===== src/verilog/sltr_pkg.sv =====
package sltr_pkg;
  // clock and time figures
  localparam int CLK_PERIOD_PS   = 4000;
  localparam int CLK_PERIOD_NS   = 4;
  localparam int LINE_MIN_PS     = 9_744_360;
  localparam int LINE_MAX_MS     = 100;
  localparam int EXP_CAP_S       = 10;
  localparam int US_NS           = 1000;
  localparam int PULSE_MAX_US    = 10_000_000;
  localparam int PULSE_MIN_US    = 1;
  // widths
  localparam int LW  = 12;  // line index and line counts
  localparam int LPW = 25;  // line period in cycles
  localparam int ECW = 32;  // exposure cycle counter
  localparam int PW  = 24;  // pulse delay and width in us
  // derived cycle counts (least rounds up, longest rounds down)
  localparam logic [LPW-1:0] LINE_MIN_CYC =
    LPW'((LINE_MIN_PS + CLK_PERIOD_PS - 1) / CLK_PERIOD_PS);
  localparam logic [LPW-1:0] LINE_MAX_CYC_DEF =
    LPW'(LINE_MAX_MS * 1_000_000 / CLK_PERIOD_NS);
  localparam logic [ECW-1:0] EXP_CAP_CYC_DEF =
    ECW'(64'(EXP_CAP_S) * 64'd1_000_000_000 / 64'(CLK_PERIOD_NS));
  localparam logic [7:0]     US_CYC    = 8'(US_NS / CLK_PERIOD_NS);
  localparam logic [PW-1:0]  PULSE_MAX = PW'(PULSE_MAX_US);
  localparam logic [PW-1:0]  PULSE_MIN = PW'(PULSE_MIN_US);
  localparam logic [LW-1:0]  GAP_LINES = 12'h00a;
  localparam logic [LW-1:0]  SENSOR_LINES = 12'h800;
  localparam logic [LW-1:0]  GRAN_MIN  = 12'h004;
  // register offsets
  localparam logic [7:0] OFS_CTRL   = 8'h00;
  localparam logic [7:0] OFS_LINE   = 8'h04;
  localparam logic [7:0] OFS_EXP    = 8'h08;
  localparam logic [7:0] OFS_NLINES = 8'h0c;
  localparam logic [7:0] OFS_HSUB   = 8'h10;
  localparam logic [7:0] OFS_VOFF   = 8'h14;
  localparam logic [7:0] OFS_DELAY  = 8'h18;
  localparam logic [7:0] OFS_WIDTH  = 8'h1c;
  localparam logic [7:0] OFS_PRE    = 8'h20;
  localparam logic [7:0] OFS_STATUS = 8'h24;
  // control field positions
  localparam int B_EN = 0, B_SEQ = 1, B_DIR = 2, B_MODE = 3;
  localparam int B_RISE = 5, B_BIN = 6, B_REF = 8, B_HOFF = 16;
  // reset values
  localparam logic [LW-1:0] EXP_RST = 12'h001;
  localparam logic [PW-1:0] WID_RST = 24'h00_0001;
  // operation modes and output references
  localparam logic [1:0] MODE_FREE = 2'h0, MODE_EDGE = 2'h1;
  localparam logic [1:0] MODE_START = 2'h2, MODE_BAD = 2'h3;
  localparam logic [1:0] REF_END = 2'h0, REF_FRAME = 2'h1;
  localparam logic [1:0] REF_LINE = 2'h2;
  typedef enum logic [2:0] {
    ST_IDLE = 3'h0, ST_WAIT = 3'h1, ST_PRE = 3'h3,
    ST_EXP = 3'h2, ST_READ = 3'h6, ST_GAP = 3'h7
  } sltr_state_e;
  typedef enum logic [1:0] {
    P_IDLE = 2'h0, P_DLY = 2'h1, P_HIGH = 2'h3
  } sltr_pulse_e;
  // classic wishbone request and answer
  typedef struct packed {
    logic        cyc;
    logic        stb;
    logic        we;
    logic [7:0]  adr;
    logic [3:0]  sel;
    logic [31:0] dat;
  } sltr_wb_req_s;
  typedef struct packed {
    logic        ack;
    logic [31:0] dat;
  } sltr_wb_rsp_s;
endpackage : sltr_pkg


===== src/verilog/sltr_top.sv =====
// Local design decisions: the register offsets and register access over Wishbone.
`timescale 1ns/1ps
module sltr_top #(
  parameter logic [24:0] LINE_MAX_CYC = sltr_pkg::LINE_MAX_CYC_DEF,
  parameter logic [31:0] EXP_CAP_CYC  = sltr_pkg::EXP_CAP_CYC_DEF
) (
  // clock and reset
  input  wire logic                   clk_i,
  input  wire logic                   rst_i,
  // register bus
  input  wire sltr_pkg::sltr_wb_req_s wb_i,
  output      sltr_pkg::sltr_wb_rsp_s wb_o,
  // trigger pin side
  input  wire logic                   trig_i,
  output      logic                   trig_ready_o,
  output      logic                   timing_pulse_o,
  output      logic                   global_exp_o,
  // readout sequencing
  output      logic                   line_sync_o,
  output      logic                   frame_sync_o,
  output      logic                   read_end_o,
  output      logic [11:0]            line_a_o,
  output      logic [11:0]            line_b_o,
  output      logic                   binning_o
);
  import sltr_pkg::*;

  typedef struct packed {
    logic              enable;    // acquisition enabled
    logic              seq;       // line scan mode
    logic              dir;       // 1: bottom to top
    logic              rising;    // trigger edge select
    logic              bin;       // binning request
    logic [1:0]        mode;      // operation mode
    logic [1:0]        oref;      // pulse reference
    logic [LPW-1:0]    lp;        // line period, cycles
    logic [LW-1:0]     exp_lines; // exposure in lines
    logic [LW-1:0]     nlines;    // lines per frame
    logic [LW-1:0]     hsize;     // sub-array width
    logic [LW-1:0]     hoff;      // sub-array column offset
    logic [LW-1:0]     voff;      // sub-array line offset
    logic [PW-1:0]     dly;       // pulse delay, us
    logic [PW-1:0]     wid;       // pulse width, us
    logic [7:0]        pre;       // line syncs before exposure
    sltr_state_e       st;        // frame sequencer
    logic [LPW-1:0]    ltim;      // line period timer
    logic [LW-1:0]     lcnt;      // lines in current phase
    logic [ECW-1:0]    ecyc;      // exposure cycles elapsed
    logic [LW-1:0]     la;        // line being read
    logic [LW-1:0]     lb;        // second line, area mode
    logic              lsync;     // line sync pulse
    logic              fsync;     // frame sync pulse
    logic              rend;      // readout end pulse
    logic              gexp;      // all-lines-exposing level
    sltr_pulse_e       pst;       // pulse generator state
    logic [PW-1:0]     pcnt;      // pulse us countdown
    logic              pout;      // timing pulse level
    logic [7:0]        us_cnt;    // microsecond divider
    logic              sync1;     // trigger synchroniser
    logic              sync2;
    logic              sync3;     // edge history
    logic              ack;       // bus answer
    logic [31:0]       rdat;      // read data
  } sltr_regs_s;

  sltr_regs_s  q;
  sltr_regs_s  d;
  logic        us_tick;   // one cycle per microsecond
  logic        lt;        // last cycle of a line period
  logic        tedge;     // selected trigger edge
  logic        go;        // start a frame
  logic        ref_ev;    // pulse reference event
  logic        exp_end;   // exposure finishes this cycle
  logic        pre_on;    // pre line syncs wanted
  logic        acc;       // bus access taken
  logic [LW-1:0]  exp_eff;  // exposure limited to lines per frame
  logic [LW-1:0]  rlines;   // line periods per readout
  logic [LW-1:0]  lnext;    // lcnt plus one
  logic [LW-1:0]  ctr;      // centre line
  logic [31:0] rv;        // register read value
  logic [31:0] wv;        // merged write value

  // register read mux; unmapped words read zero
  always_comb begin
    rv = 32'h0000_0000;
    case (wb_i.adr[7:2])
      OFS_CTRL[7:2]: begin
        rv[B_EN]   = q.enable;
        rv[B_SEQ]  = q.seq;
        rv[B_DIR]  = q.dir;
        rv[B_MODE +: 2] = q.mode;
        rv[B_RISE] = q.rising;
        rv[B_BIN]  = q.bin & ~q.seq;
        rv[B_REF +: 2] = q.oref;
      end
      OFS_LINE[7:2]:   rv = 32'(q.lp);
      OFS_EXP[7:2]:    rv = 32'(q.exp_lines);
      OFS_NLINES[7:2]: rv = 32'(q.nlines);
      OFS_HSUB[7:2]:   rv = {4'h0, q.hoff, 4'h0, q.hsize};
      OFS_VOFF[7:2]:   rv = 32'(q.voff);
      OFS_DELAY[7:2]:  rv = 32'(q.dly);
      OFS_WIDTH[7:2]:  rv = 32'(q.wid);
      OFS_PRE[7:2]:    rv = 32'(q.pre);
      OFS_STATUS[7:2]: rv = {24'h00_0000, q.pout, q.st,
                             3'h0, trig_ready_o};
      default:         rv = 32'h0000_0000;
    endcase
  end

  // derived timing terms from registered state; bus terms acc and wv from wb_i
  always_comb begin
    us_tick = (q.us_cnt == US_CYC - 8'h01);
    lt      = (q.ltim == q.lp - 25'h000_0001);
    tedge   = q.rising ? (q.sync2 & ~q.sync3) : (~q.sync2 & q.sync3);
    exp_eff = (q.exp_lines < q.nlines) ? q.exp_lines : q.nlines;
    rlines  = q.seq ? q.nlines : {1'b0, q.nlines[LW-1:1]};
    lnext   = q.lcnt + 12'h001;
    ctr     = q.voff + {1'b0, q.nlines[LW-1:1]};
    pre_on  = q.seq && (q.oref == REF_LINE) && (q.pre != 8'h00);
    // the 10 s cap only bites once exp_eff line periods are that long
    exp_end = (lt && (lnext >= exp_eff)) ||
              (q.ecyc == EXP_CAP_CYC - 32'h0000_0001);
    acc     = wb_i.cyc && wb_i.stb && !q.ack;
    wv      = rv;
    for (int b = 0; b < 4; b++) begin
      if (wb_i.sel[b]) begin
        wv[8*b +: 8] = wb_i.dat[8*b +: 8];
      end
    end
  end

  // next state of the whole block
  always_comb begin
    d       = q;
    go      = 1'b0;
    d.ack   = 1'b0;
    d.lsync = 1'b0;
    d.fsync = 1'b0;
    d.rend  = 1'b0;
    // two flops before the edge detector looks at the pin
    d.sync1 = trig_i;
    d.sync2 = q.sync1;
    d.sync3 = q.sync2;
    d.us_cnt = us_tick ? 8'h00 : q.us_cnt + 8'h01;
    // bus slave: one wait state, writes land with ack
    if (acc) begin
      d.ack  = 1'b1;
      d.rdat = rv;
      if (wb_i.we) begin
        case (wb_i.adr[7:2])
          OFS_CTRL[7:2]: begin
            d.enable = wv[B_EN];
            d.seq    = wv[B_SEQ];
            d.dir    = wv[B_DIR];
            d.rising = wv[B_RISE];
            d.bin    = wv[B_BIN];
            d.oref   = (wv[B_REF +: 2] == 2'h3) ? REF_END
                                                : wv[B_REF +: 2];
            // only free, edge and start exist here
            d.mode   = (wv[B_MODE +: 2] == MODE_BAD) ? MODE_FREE
                                                     : wv[B_MODE +: 2];
          end
          OFS_LINE[7:2]:
            d.lp = (wv[LPW-1:0] < LINE_MIN_CYC) ? LINE_MIN_CYC :
                   (wv[31:0] > 32'(LINE_MAX_CYC)) ? LINE_MAX_CYC :
                   wv[LPW-1:0];
          OFS_EXP[7:2]:
            d.exp_lines = (wv[LW-1:0] == 12'h000) ? EXP_RST
                                                  : wv[LW-1:0];
          OFS_NLINES[7:2]: begin
            d.nlines = {wv[LW-1:2], 2'b00};
            if (wv[31:0] > 32'(SENSOR_LINES)) d.nlines = SENSOR_LINES;
            if (wv[LW-1:2] == 10'h000) d.nlines = GRAN_MIN;
          end
          OFS_HSUB[7:2]: begin
            d.hsize = {wv[LW-1:2], 2'b00};
            d.hoff  = {wv[B_HOFF+LW-1:B_HOFF+2], 2'b00};
          end
          OFS_VOFF[7:2]: d.voff = {wv[LW-1:2], 2'b00};
          OFS_DELAY[7:2]:
            d.dly = (wv > 32'(PULSE_MAX)) ? PULSE_MAX : wv[PW-1:0];
          OFS_WIDTH[7:2]:
            d.wid = (wv > 32'(PULSE_MAX)) ? PULSE_MAX :
                    (wv[PW-1:0] < PULSE_MIN) ? PULSE_MIN : wv[PW-1:0];
          OFS_PRE[7:2]: d.pre = wv[7:0];
          default: ;  // unmapped or read-only: acked, ignored
        endcase
      end
    end
    // line timer runs while a frame is in flight
    if (q.st == ST_IDLE || q.st == ST_WAIT) d.ltim = '0;
    else d.ltim = lt ? '0 : q.ltim + 25'h000_0001;
    // frame sequencer
    case (q.st)
      ST_IDLE: begin
        if (q.enable) begin
          if (q.mode == MODE_FREE) go = 1'b1;
          else d.st = ST_WAIT;
        end
      end
      ST_WAIT: begin
        // only here is a trigger consumed; elsewhere it is dropped
        if (!q.enable) d.st = ST_IDLE;
        else if (tedge) go = 1'b1;
      end
      ST_PRE: begin
        if (lt) begin
          d.lsync = 1'b1;
          d.lcnt  = lnext;
          if (lnext >= 12'(q.pre)) begin
            d.st   = ST_EXP;
            d.lcnt = '0;
          end
        end
      end
      ST_EXP: begin
        // triggers arriving now are ignored
        d.ecyc = q.ecyc + 32'h0000_0001;
        if (lt) d.lcnt = lnext;
        if (exp_end) begin
          d.st    = ST_READ;
          d.lcnt  = '0;
          d.ltim  = '0;
          d.fsync = 1'b1;
          d.lsync = 1'b1;
          if (!q.seq) begin
            d.la = ctr - 12'h001;
            d.lb = ctr;
          end else begin
            d.la = q.dir ? ctr + {1'b0, q.nlines[LW-1:1]} - 12'h001
                         : q.voff;
            d.lb = '0;
          end
        end
      end
      ST_READ: begin
        // readout lasts rlines line periods
        if (lt) begin
          d.lcnt = lnext;
          if (lnext >= rlines) begin
            d.st   = ST_GAP;
            d.lcnt = '0;
            d.rend = 1'b1;
          end else begin
            d.lsync = 1'b1;
            if (!q.seq) begin
              d.la = q.la - 12'h001;
              d.lb = q.lb + 12'h001;
            end else begin
              d.la = q.dir ? q.la - 12'h001 : q.la + 12'h001;
            end
          end
        end
      end
      ST_GAP: begin
        // ten blank lines close every frame
        if (lt) begin
          d.lcnt = lnext;
          if (lnext >= GAP_LINES) begin
            d.lcnt = '0;
            if (!q.enable) d.st = ST_IDLE;
            else if (q.mode == MODE_EDGE) d.st = ST_WAIT;
            else go = 1'b1;
          end
        end
      end
      default: d.st = ST_IDLE;
    endcase
    if (go) begin
      d.st   = pre_on ? ST_PRE : ST_EXP;
      d.lcnt = '0;
      d.ltim = '0;
      d.ecyc = '0;
    end
    // all lines expose together only in area mode
    d.gexp = !q.seq && (d.st == ST_EXP);
    // programmable timing pulse
    case (q.oref)
      REF_END:   ref_ev = d.rend;
      REF_FRAME: ref_ev = d.fsync;
      REF_LINE:  ref_ev = d.lsync & q.seq;
      default:   ref_ev = 1'b0;
    endcase
    case (q.pst)
      P_DLY: begin
        if (us_tick) begin
          d.pcnt = q.pcnt - 24'h00_0001;
          if (q.pcnt == 24'h00_0001) begin
            d.pst  = P_HIGH;
            d.pcnt = q.wid;
          end
        end
      end
      P_HIGH: begin
        if (us_tick) begin
          d.pcnt = q.pcnt - 24'h00_0001;
          if (q.pcnt == 24'h00_0001) d.pst = P_IDLE;
        end
      end
      default: d.pst = P_IDLE;
    endcase
    // a new reference restarts the pulse and aligns the us grid;
    // widths above the line period therefore merge on line sync when dly is zero
    if (ref_ev) begin
      d.us_cnt = 8'h00;
      d.pst    = (q.dly == '0) ? P_HIGH : P_DLY;
      d.pcnt   = (q.dly == '0) ? q.wid : q.dly;
    end
    d.pout = (d.pst == P_HIGH);
  end

  // single state register
  always_ff @(posedge clk_i) begin
    if (rst_i) begin
      q           <= '0;
      q.lp        <= LINE_MIN_CYC;
      q.exp_lines <= EXP_RST;
      q.nlines    <= SENSOR_LINES;
      q.hsize     <= SENSOR_LINES;
      q.wid       <= WID_RST;
      q.rising    <= 1'b1;
    end else begin
      q <= d;
    end
  end

  // outputs
  assign wb_o.ack       = q.ack;
  assign wb_o.dat       = q.rdat;
  assign trig_ready_o   = (q.st == ST_WAIT);
  assign timing_pulse_o = q.pout;
  assign global_exp_o   = q.gexp;
  assign line_sync_o    = q.lsync;
  assign frame_sync_o   = q.fsync;
  assign read_end_o     = q.rend;
  assign line_a_o       = q.la;
  assign line_b_o       = q.lb;
  assign binning_o      = q.bin & ~q.seq;
endmodule : sltr_top


===== config.mk =====
export PLATFORM = sky130hd
export DESIGN_NAME = sltr_top
export DESIGN_NICKNAME = d
export VERILOG_FILES = /design/src/verilog/sltr_pkg.sv /design/src/verilog/sltr_top.sv
export SDC_FILE = /design/constraint.sdc
export NUM_CORES = 1
export LEC_CHECK = 0
export ABC_AREA = 1
export CAP_MARGIN = 10
export CORE_MARGIN = 10
export CORE_UTILIZATION = 65
export DETAILED_ROUTE_END_ITERATION = 10
export DONT_BUFFER_PORTS = 1
export GPL_TIMING_DRIVEN = 0
export PLACE_DENSITY = 0.81
export SLEW_MARGIN = 20
export SYNTH_ARGS = -nofsm -noshare
export SYNTH_HDL_FRONTEND = slang
export SYNTH_SLANG_ARGS = --single-unit
export TNS_END_PERCENT = 1

===== constraint.sdc =====
create_clock -name clk_i -period 10.9 [get_ports clk_i]
set_clock_uncertainty 0.05 [all_clocks]
set_input_delay 2.18 -clock clk_i [delete_from_list [all_inputs] [get_ports clk_i]]
set_output_delay 2.18 -clock clk_i [all_outputs]
set_load 0.02 [all_outputs]

# Word level (Yosys, flattened, before mapping)
# Cells that the tools add are included.
# word_totals
out_inout_bits,64
in_bits,50
ff_bits,315
# op_classes
addsub,13
n_bitwise,7
n_reduce_logical,36
mux,83
n_eq_ne,36
n_lt_le_gt_ge,10
# op_table
op,n
2-to-1 mux 12 bit,16
2-to-1 mux 25 bit,7
2-to-1 mux 26 bit,5
case mux 18 bit (7 select lines),1
2-to-1 mux 24 bit,5
case mux 24 bit (2 select lines),2
2-to-1 mux 72 bit,1
case mux 7 bit (10 select lines),1
case mux 12 bit (4 select lines),1
2-to-1 mux 40 bit,1
"adder 12 x 1 -> 12 bit, second input constant",3
"subtractor 12 x 1 -> 12 bit, second input constant",3
2-to-1 mux 3 bit,11
2-to-1 mux 33 bit,1
"adder 32 x 1 -> 32 bit, second input constant",1
"== test 32 bit, second input constant",1
"greater-than comparator 32 x 12 -> 1 bit, second input constant",1
"greater-than comparator 32 x 24 -> 1 bit, second input constant",1
"greater-than comparator 32 x 25 -> 1 bit, second input constant",1
2-to-1 mux 32 bit,1
2-to-1 mux 8 bit,4
AND reduction 3 bit,10
"adder 25 x 1 -> 25 bit, second input constant",1
== test 25 bit,1
other kinds (49),105

# Depth between registers and ports, before layout
# depth
depth_word,11
ltp_mapped,26

# Least setup slack after synthesis
# OpenSTA, ideal clock, no wires.
# synth_timing
path_kind,input port to flip-flop
startpoint,input port wb_i[41] in the netlist's numbering
endpoint,register q[293] in the netlist's numbering
setup_slack_ps,6728
path_buffers,1
cell_stages,18
setup_ps,132
arrival_time_ps,3990
required_time_ps,10718
cell_sequence,inv_1 > nand2_1 > nor2_1 > nand2_2 > inv_2 > nand2_1 > nand2_1 > nor2_1 > nand3_1 > nand2_1 > nand2_1 > a211oi_1 > nand3_2 > nand2_1 > inv_2 > buf_6 > nand2_1 > a21oi_1
# synth_via
elab_chain_len,6
# synth_lines
element,line,source
"start, declared",sltr_top.sv:11,"input wire sltr_pkg::sltr_wb_req_s wb_i,"
"== test 6 x 4 -> 1 bit, or another cell as far along",sltr_top.sv:86,case (wb_i.adr[7:2])
"case mux 7 bit (10 select lines), or another cell as far along",sltr_top.sv:86,
2-to-1 mux 8 bit,sltr_top.sv:126,if (wb_i.sel[b]) begin
greater-than comparator 32 x 25 -> 1 bit,sltr_top.sv:165,(wv[31:0] > 32'(LINE_MAX_CYC)) ? LINE_MAX_CYC :
2-to-1 mux 25 bit,sltr_top.sv:165,
2-to-1 mux 25 bit,sltr_top.sv:164,d.lp = (wv[LPW-1:0] < LINE_MIN_CYC) ? LINE_MIN_CYC :
"end, declared",sltr_top.sv:66,sltr_regs_s q;
# Parallel ways exist; a longest one is shown, timed or not.
# A chain may end at the register's enable or synchronous reset.

# Worst setup path in the final report
# Ends and elaborated chain as after synthesis.

==> flow_metrics.tcl <==
set metrics [dict create \
    firstDrtPassIters 9 \
    r2r-start "q[273]$_SDFFE_PP0P_" \
    postCtsSetupRepairBufs 0 \
    p_per_area_mw_per_mm2 109 \
    drc 0 \
    cts_buffer_depth 3 \
    worst_slew_pin_slew_ns 1.08 \
    pin_count 114 \
    diodes 0 \
    dieArea_mm2 0.0408 \
    outcome "complete, no violations" \
    rsz0062_at_grt "no" \
    num-fill-cells 2867 \
    slew_violations 0 \
    grt_pass1_wl_um 118000 \
    register_area_mm2 0.00619 \
    hold_start "d[34]$_SDFF_PP0_" \
    routed_wl_um 76400 \
    antenna_found_initial 0 \
    cts_root_buffer "clkbuf_16" \
    synth_most_common_cell "nand2_1" \
    yosysTopAreaCellShare 0.287 \
    max_freq_mhz 202 \
    cp-startpoint "wb_i[41]" \
    rows 66 \
    die_h_um 202 \
    hp-class "flop to flop" \
    drive_gt1_frac 0.120 \
    synthTopCellsByArea "dfxtp_1 29%, nand2_1 11%, nor2_1 6.5%" \
    avgSynthCellArea_um2 6.69 \
    r2r_setup_slack_ns 6.15 \
    cts_tree "done" \
    fin_crit_ns 4.96 \
    setup_viol 0 \
    slew_headroom 0.279 \
    synth_edf_count 0 \
    port_buffers 0 \
    ir_worst_vdd_v 0.000123 \
    cts.clk_slew.worst_paths_ns 0.06 \
    ant_nets 0 \
    cp_cell_sequence "inv_1 > nand2_1 > nor2_1 > nand2_2 > inv_2 > nand2_1 > nand2_1 > nor2_1 > nand3_1 > nand2_1 > inv_2 > nor2_1 > nand2_1 > nand2_1 > nand2_1 > nand2_1 > nand2_1 > nand2_2 > buf_6 > nand2_1 > nand2_1 > a21oi_1" \
    grt_overflow 0 \
    crit_type "input pin to flop" \
    cts-htree-levels 2 \
    yosysWarningCount 0 \
    yosysTopAreaCell "dfxtp_1" \
    grt_max_degree 15 \
    grt_pass1_vias 21800 \
    critPathLaunchType "input pin" \
    min_period_over_period 0.455 \
    crit_fanout 10 \
    via_per_inst 6.18 \
    worstPathArrival_ns 5.30 \
    cts_resized 0 \
    crit_path_max_incr_delay_ns 0.48 \
    postLayoutCoreUtil 0.714 \
    cts_sinks 309 \
    cp.required_ns 11.25 \
    grt_usage 0.358 \
    fin_setup_tns_ns 0 \
    async_flop_share 0 \
    die_w_um 202 \
    avgRoutedWirePerCell_um 20.5 \
    multi_input_area_mm2 0.0127 \
    synthTopCellsByCount "606 x nand2_1, 374 x nor2_1, 367 x inv_1, 309 x dfxtp_1, 224 x a21oi_1" \
    place.gp.congestion 1.05 \
    cp_slowest_cell "nand2_1" \
    ys.flop_type "dfxtp_1" \
    fin_ws_ns 5.94 \
    seq_area_frac_synth 0.287 \
    dp_hpwl_um 58800 \
    cap_violations 0 \
    hold_viol 0 \
    synth_area_mm2 0.0215 \
    syn-instance-count 3219 \
    drt_iter0_markers 2734 \
    crit_path_end_kind "flop" \
    yosysUniqueCellTypes 70 \
    vias 23000 \
    core_area_mm2 0.0326 \
    area_delta_synth_final_pct 8.12 \
    path_common_cell "nand2_1" \
    hold_slack_ns 0.360 \
    ctsHoldBuffers 0 \
    p_leak_nw 9.97 \
    final_net_count 3398 \
    ys_seq_elements 309 \
    start_util 0.660 \
    pre_cts_slack_ns 5.62 \
    numCtsBuffers 36 \
    clock_latency_ns 0.54 \
]
per-layer routing:
| metal | global-route usage | wire, µm | up-vias | share of wire |
|---|---|---|---|---|
| li1 | - | - | 10700 | - |
| met1 | 0.412 | 28000 | 10600 | 0.37 |
| met2 | 0.586 | 34400 | 1407 | 0.45 |
| met3 | 0.0833 | 8390 | 379 | 0.11 |
| met4 | 0.235 | 5590 | 0 | 0.073 |
| met5 | 0 | 0 | - | 0 |
per-stage QoR:
stage               power, mW  instances  instance area [µm²]
global route             2.60       3727                23300
finish                   2.55       3727                23300
floorplan                1.27       3222                21600
CTS                      2.53       3727                23300
global placement         1.32       3664                22100
detailed placement       1.32       3664                22100
critical path: cells and delay by family:
family / cells / cell delay [ns]
simple gates: 17 / 2.44
buf+inv: 4 / 0.58
compound gates: 1 / 0.10
sequential cells by signal, summed over array words and instances (netlist names):
name / count
line_a_o: 12
frame_sync_o: 1
q: 249
line_sync_o: 1
line_b_o: 12
d: 2
global_exp_o: 1
read_end_o: 1
wb_o: 29
timing_pulse_o: 1
worst paths after layout:
path	end	cells after the start
worst min-delay path	d[33]$_SDFF_PP0_	2
worst max-delay path	q[293]$_SDFFE_PP0P_	22
worst min register to register	d[33]$_SDFF_PP0_	2
worst max register to register	timing_pulse_o$_SDFF_PP0_	25
logic make-up after synthesis:
| family | after synthesis | synth area share |
|---|---|---|
| flip-flops | 309 | 0.287 |
| multiplexers | 3 | 0.00139 |
| other | 1 | 0.000174 |
| adder cells (fa/ha/maj) | 88 | 0.0518 |
| buffers and inverters | 572 | 0.122 |
| AO/OA/AOI/OAI | 642 | 0.169 |
| AND/OR/NAND/NOR | 1501 | 0.327 |
| XOR/XNOR | 103 | 0.0419 |
layout by cell type, fill, tap and decap left out, types with 5 or more instances in the layout:
cell type / synthesis / routed
nand2_1: 606 / 606
nor2_1: 374 / 374
inv_1: 367 / 367
dfxtp_1: 309 / 309
a21oi_1: 224 / 224
o21ai_0: 221 / 221
nand3_1: 171 / 171
nand4_1: 91 / 91
ha_1: 86 / 86
xor2_1: 72 / 72
clkbuf_1: 61 / 68
nand2_2: 67 / 67
buf_4: 67 / 67
o22ai_1: 43 / 43
nor3_1: 37 / 37
clkbuf_16: 0 / 37
nand3_2: 36 / 36
o211ai_1: 34 / 34
xnor2_1: 31 / 31
inv_2: 28 / 28
o21ai_1: 27 / 27
nor4_1: 23 / 23
a31oi_1: 23 / 23
a21oi_2: 23 / 23
or2_2: 21 / 21
nor2_2: 18 / 18
buf_6: 15 / 15
nor2_4: 14 / 14
buf_2: 13 / 13
nor3b_1: 12 / 12
nand3b_1: 11 / 11
clkinv_2: 0 / 8
o21ai_2: 7 / 7
a211oi_1: 7 / 7
clkbuf_8: 5 / 7
buf_1: 6 / 6
nor3_2: 6 / 6
o221ai_1: 5 / 5
clkinv_1: 5 / 5
power by group:
part	switching, mW	internal, mW	leakage [nW]
clock	0.510	0.735	0.586
sequential	0.00558	1.14	2.49
combinational	0.118	0.0406	6.89
layout make-up:
class / instances / share of cell area
Buffer: 171 / 0.0480
Sequential cell: 309 / 0.266
Inverter: 401 / 0.0647
Multi-Input combinational cell: 2341 / 0.547
Clock buffer: 46 / 0.0421
Tap cell: 442 / 0.0237
Clock inverter: 17 / 0.00881
Note: power is estimated with default switching activity, not from simulation.
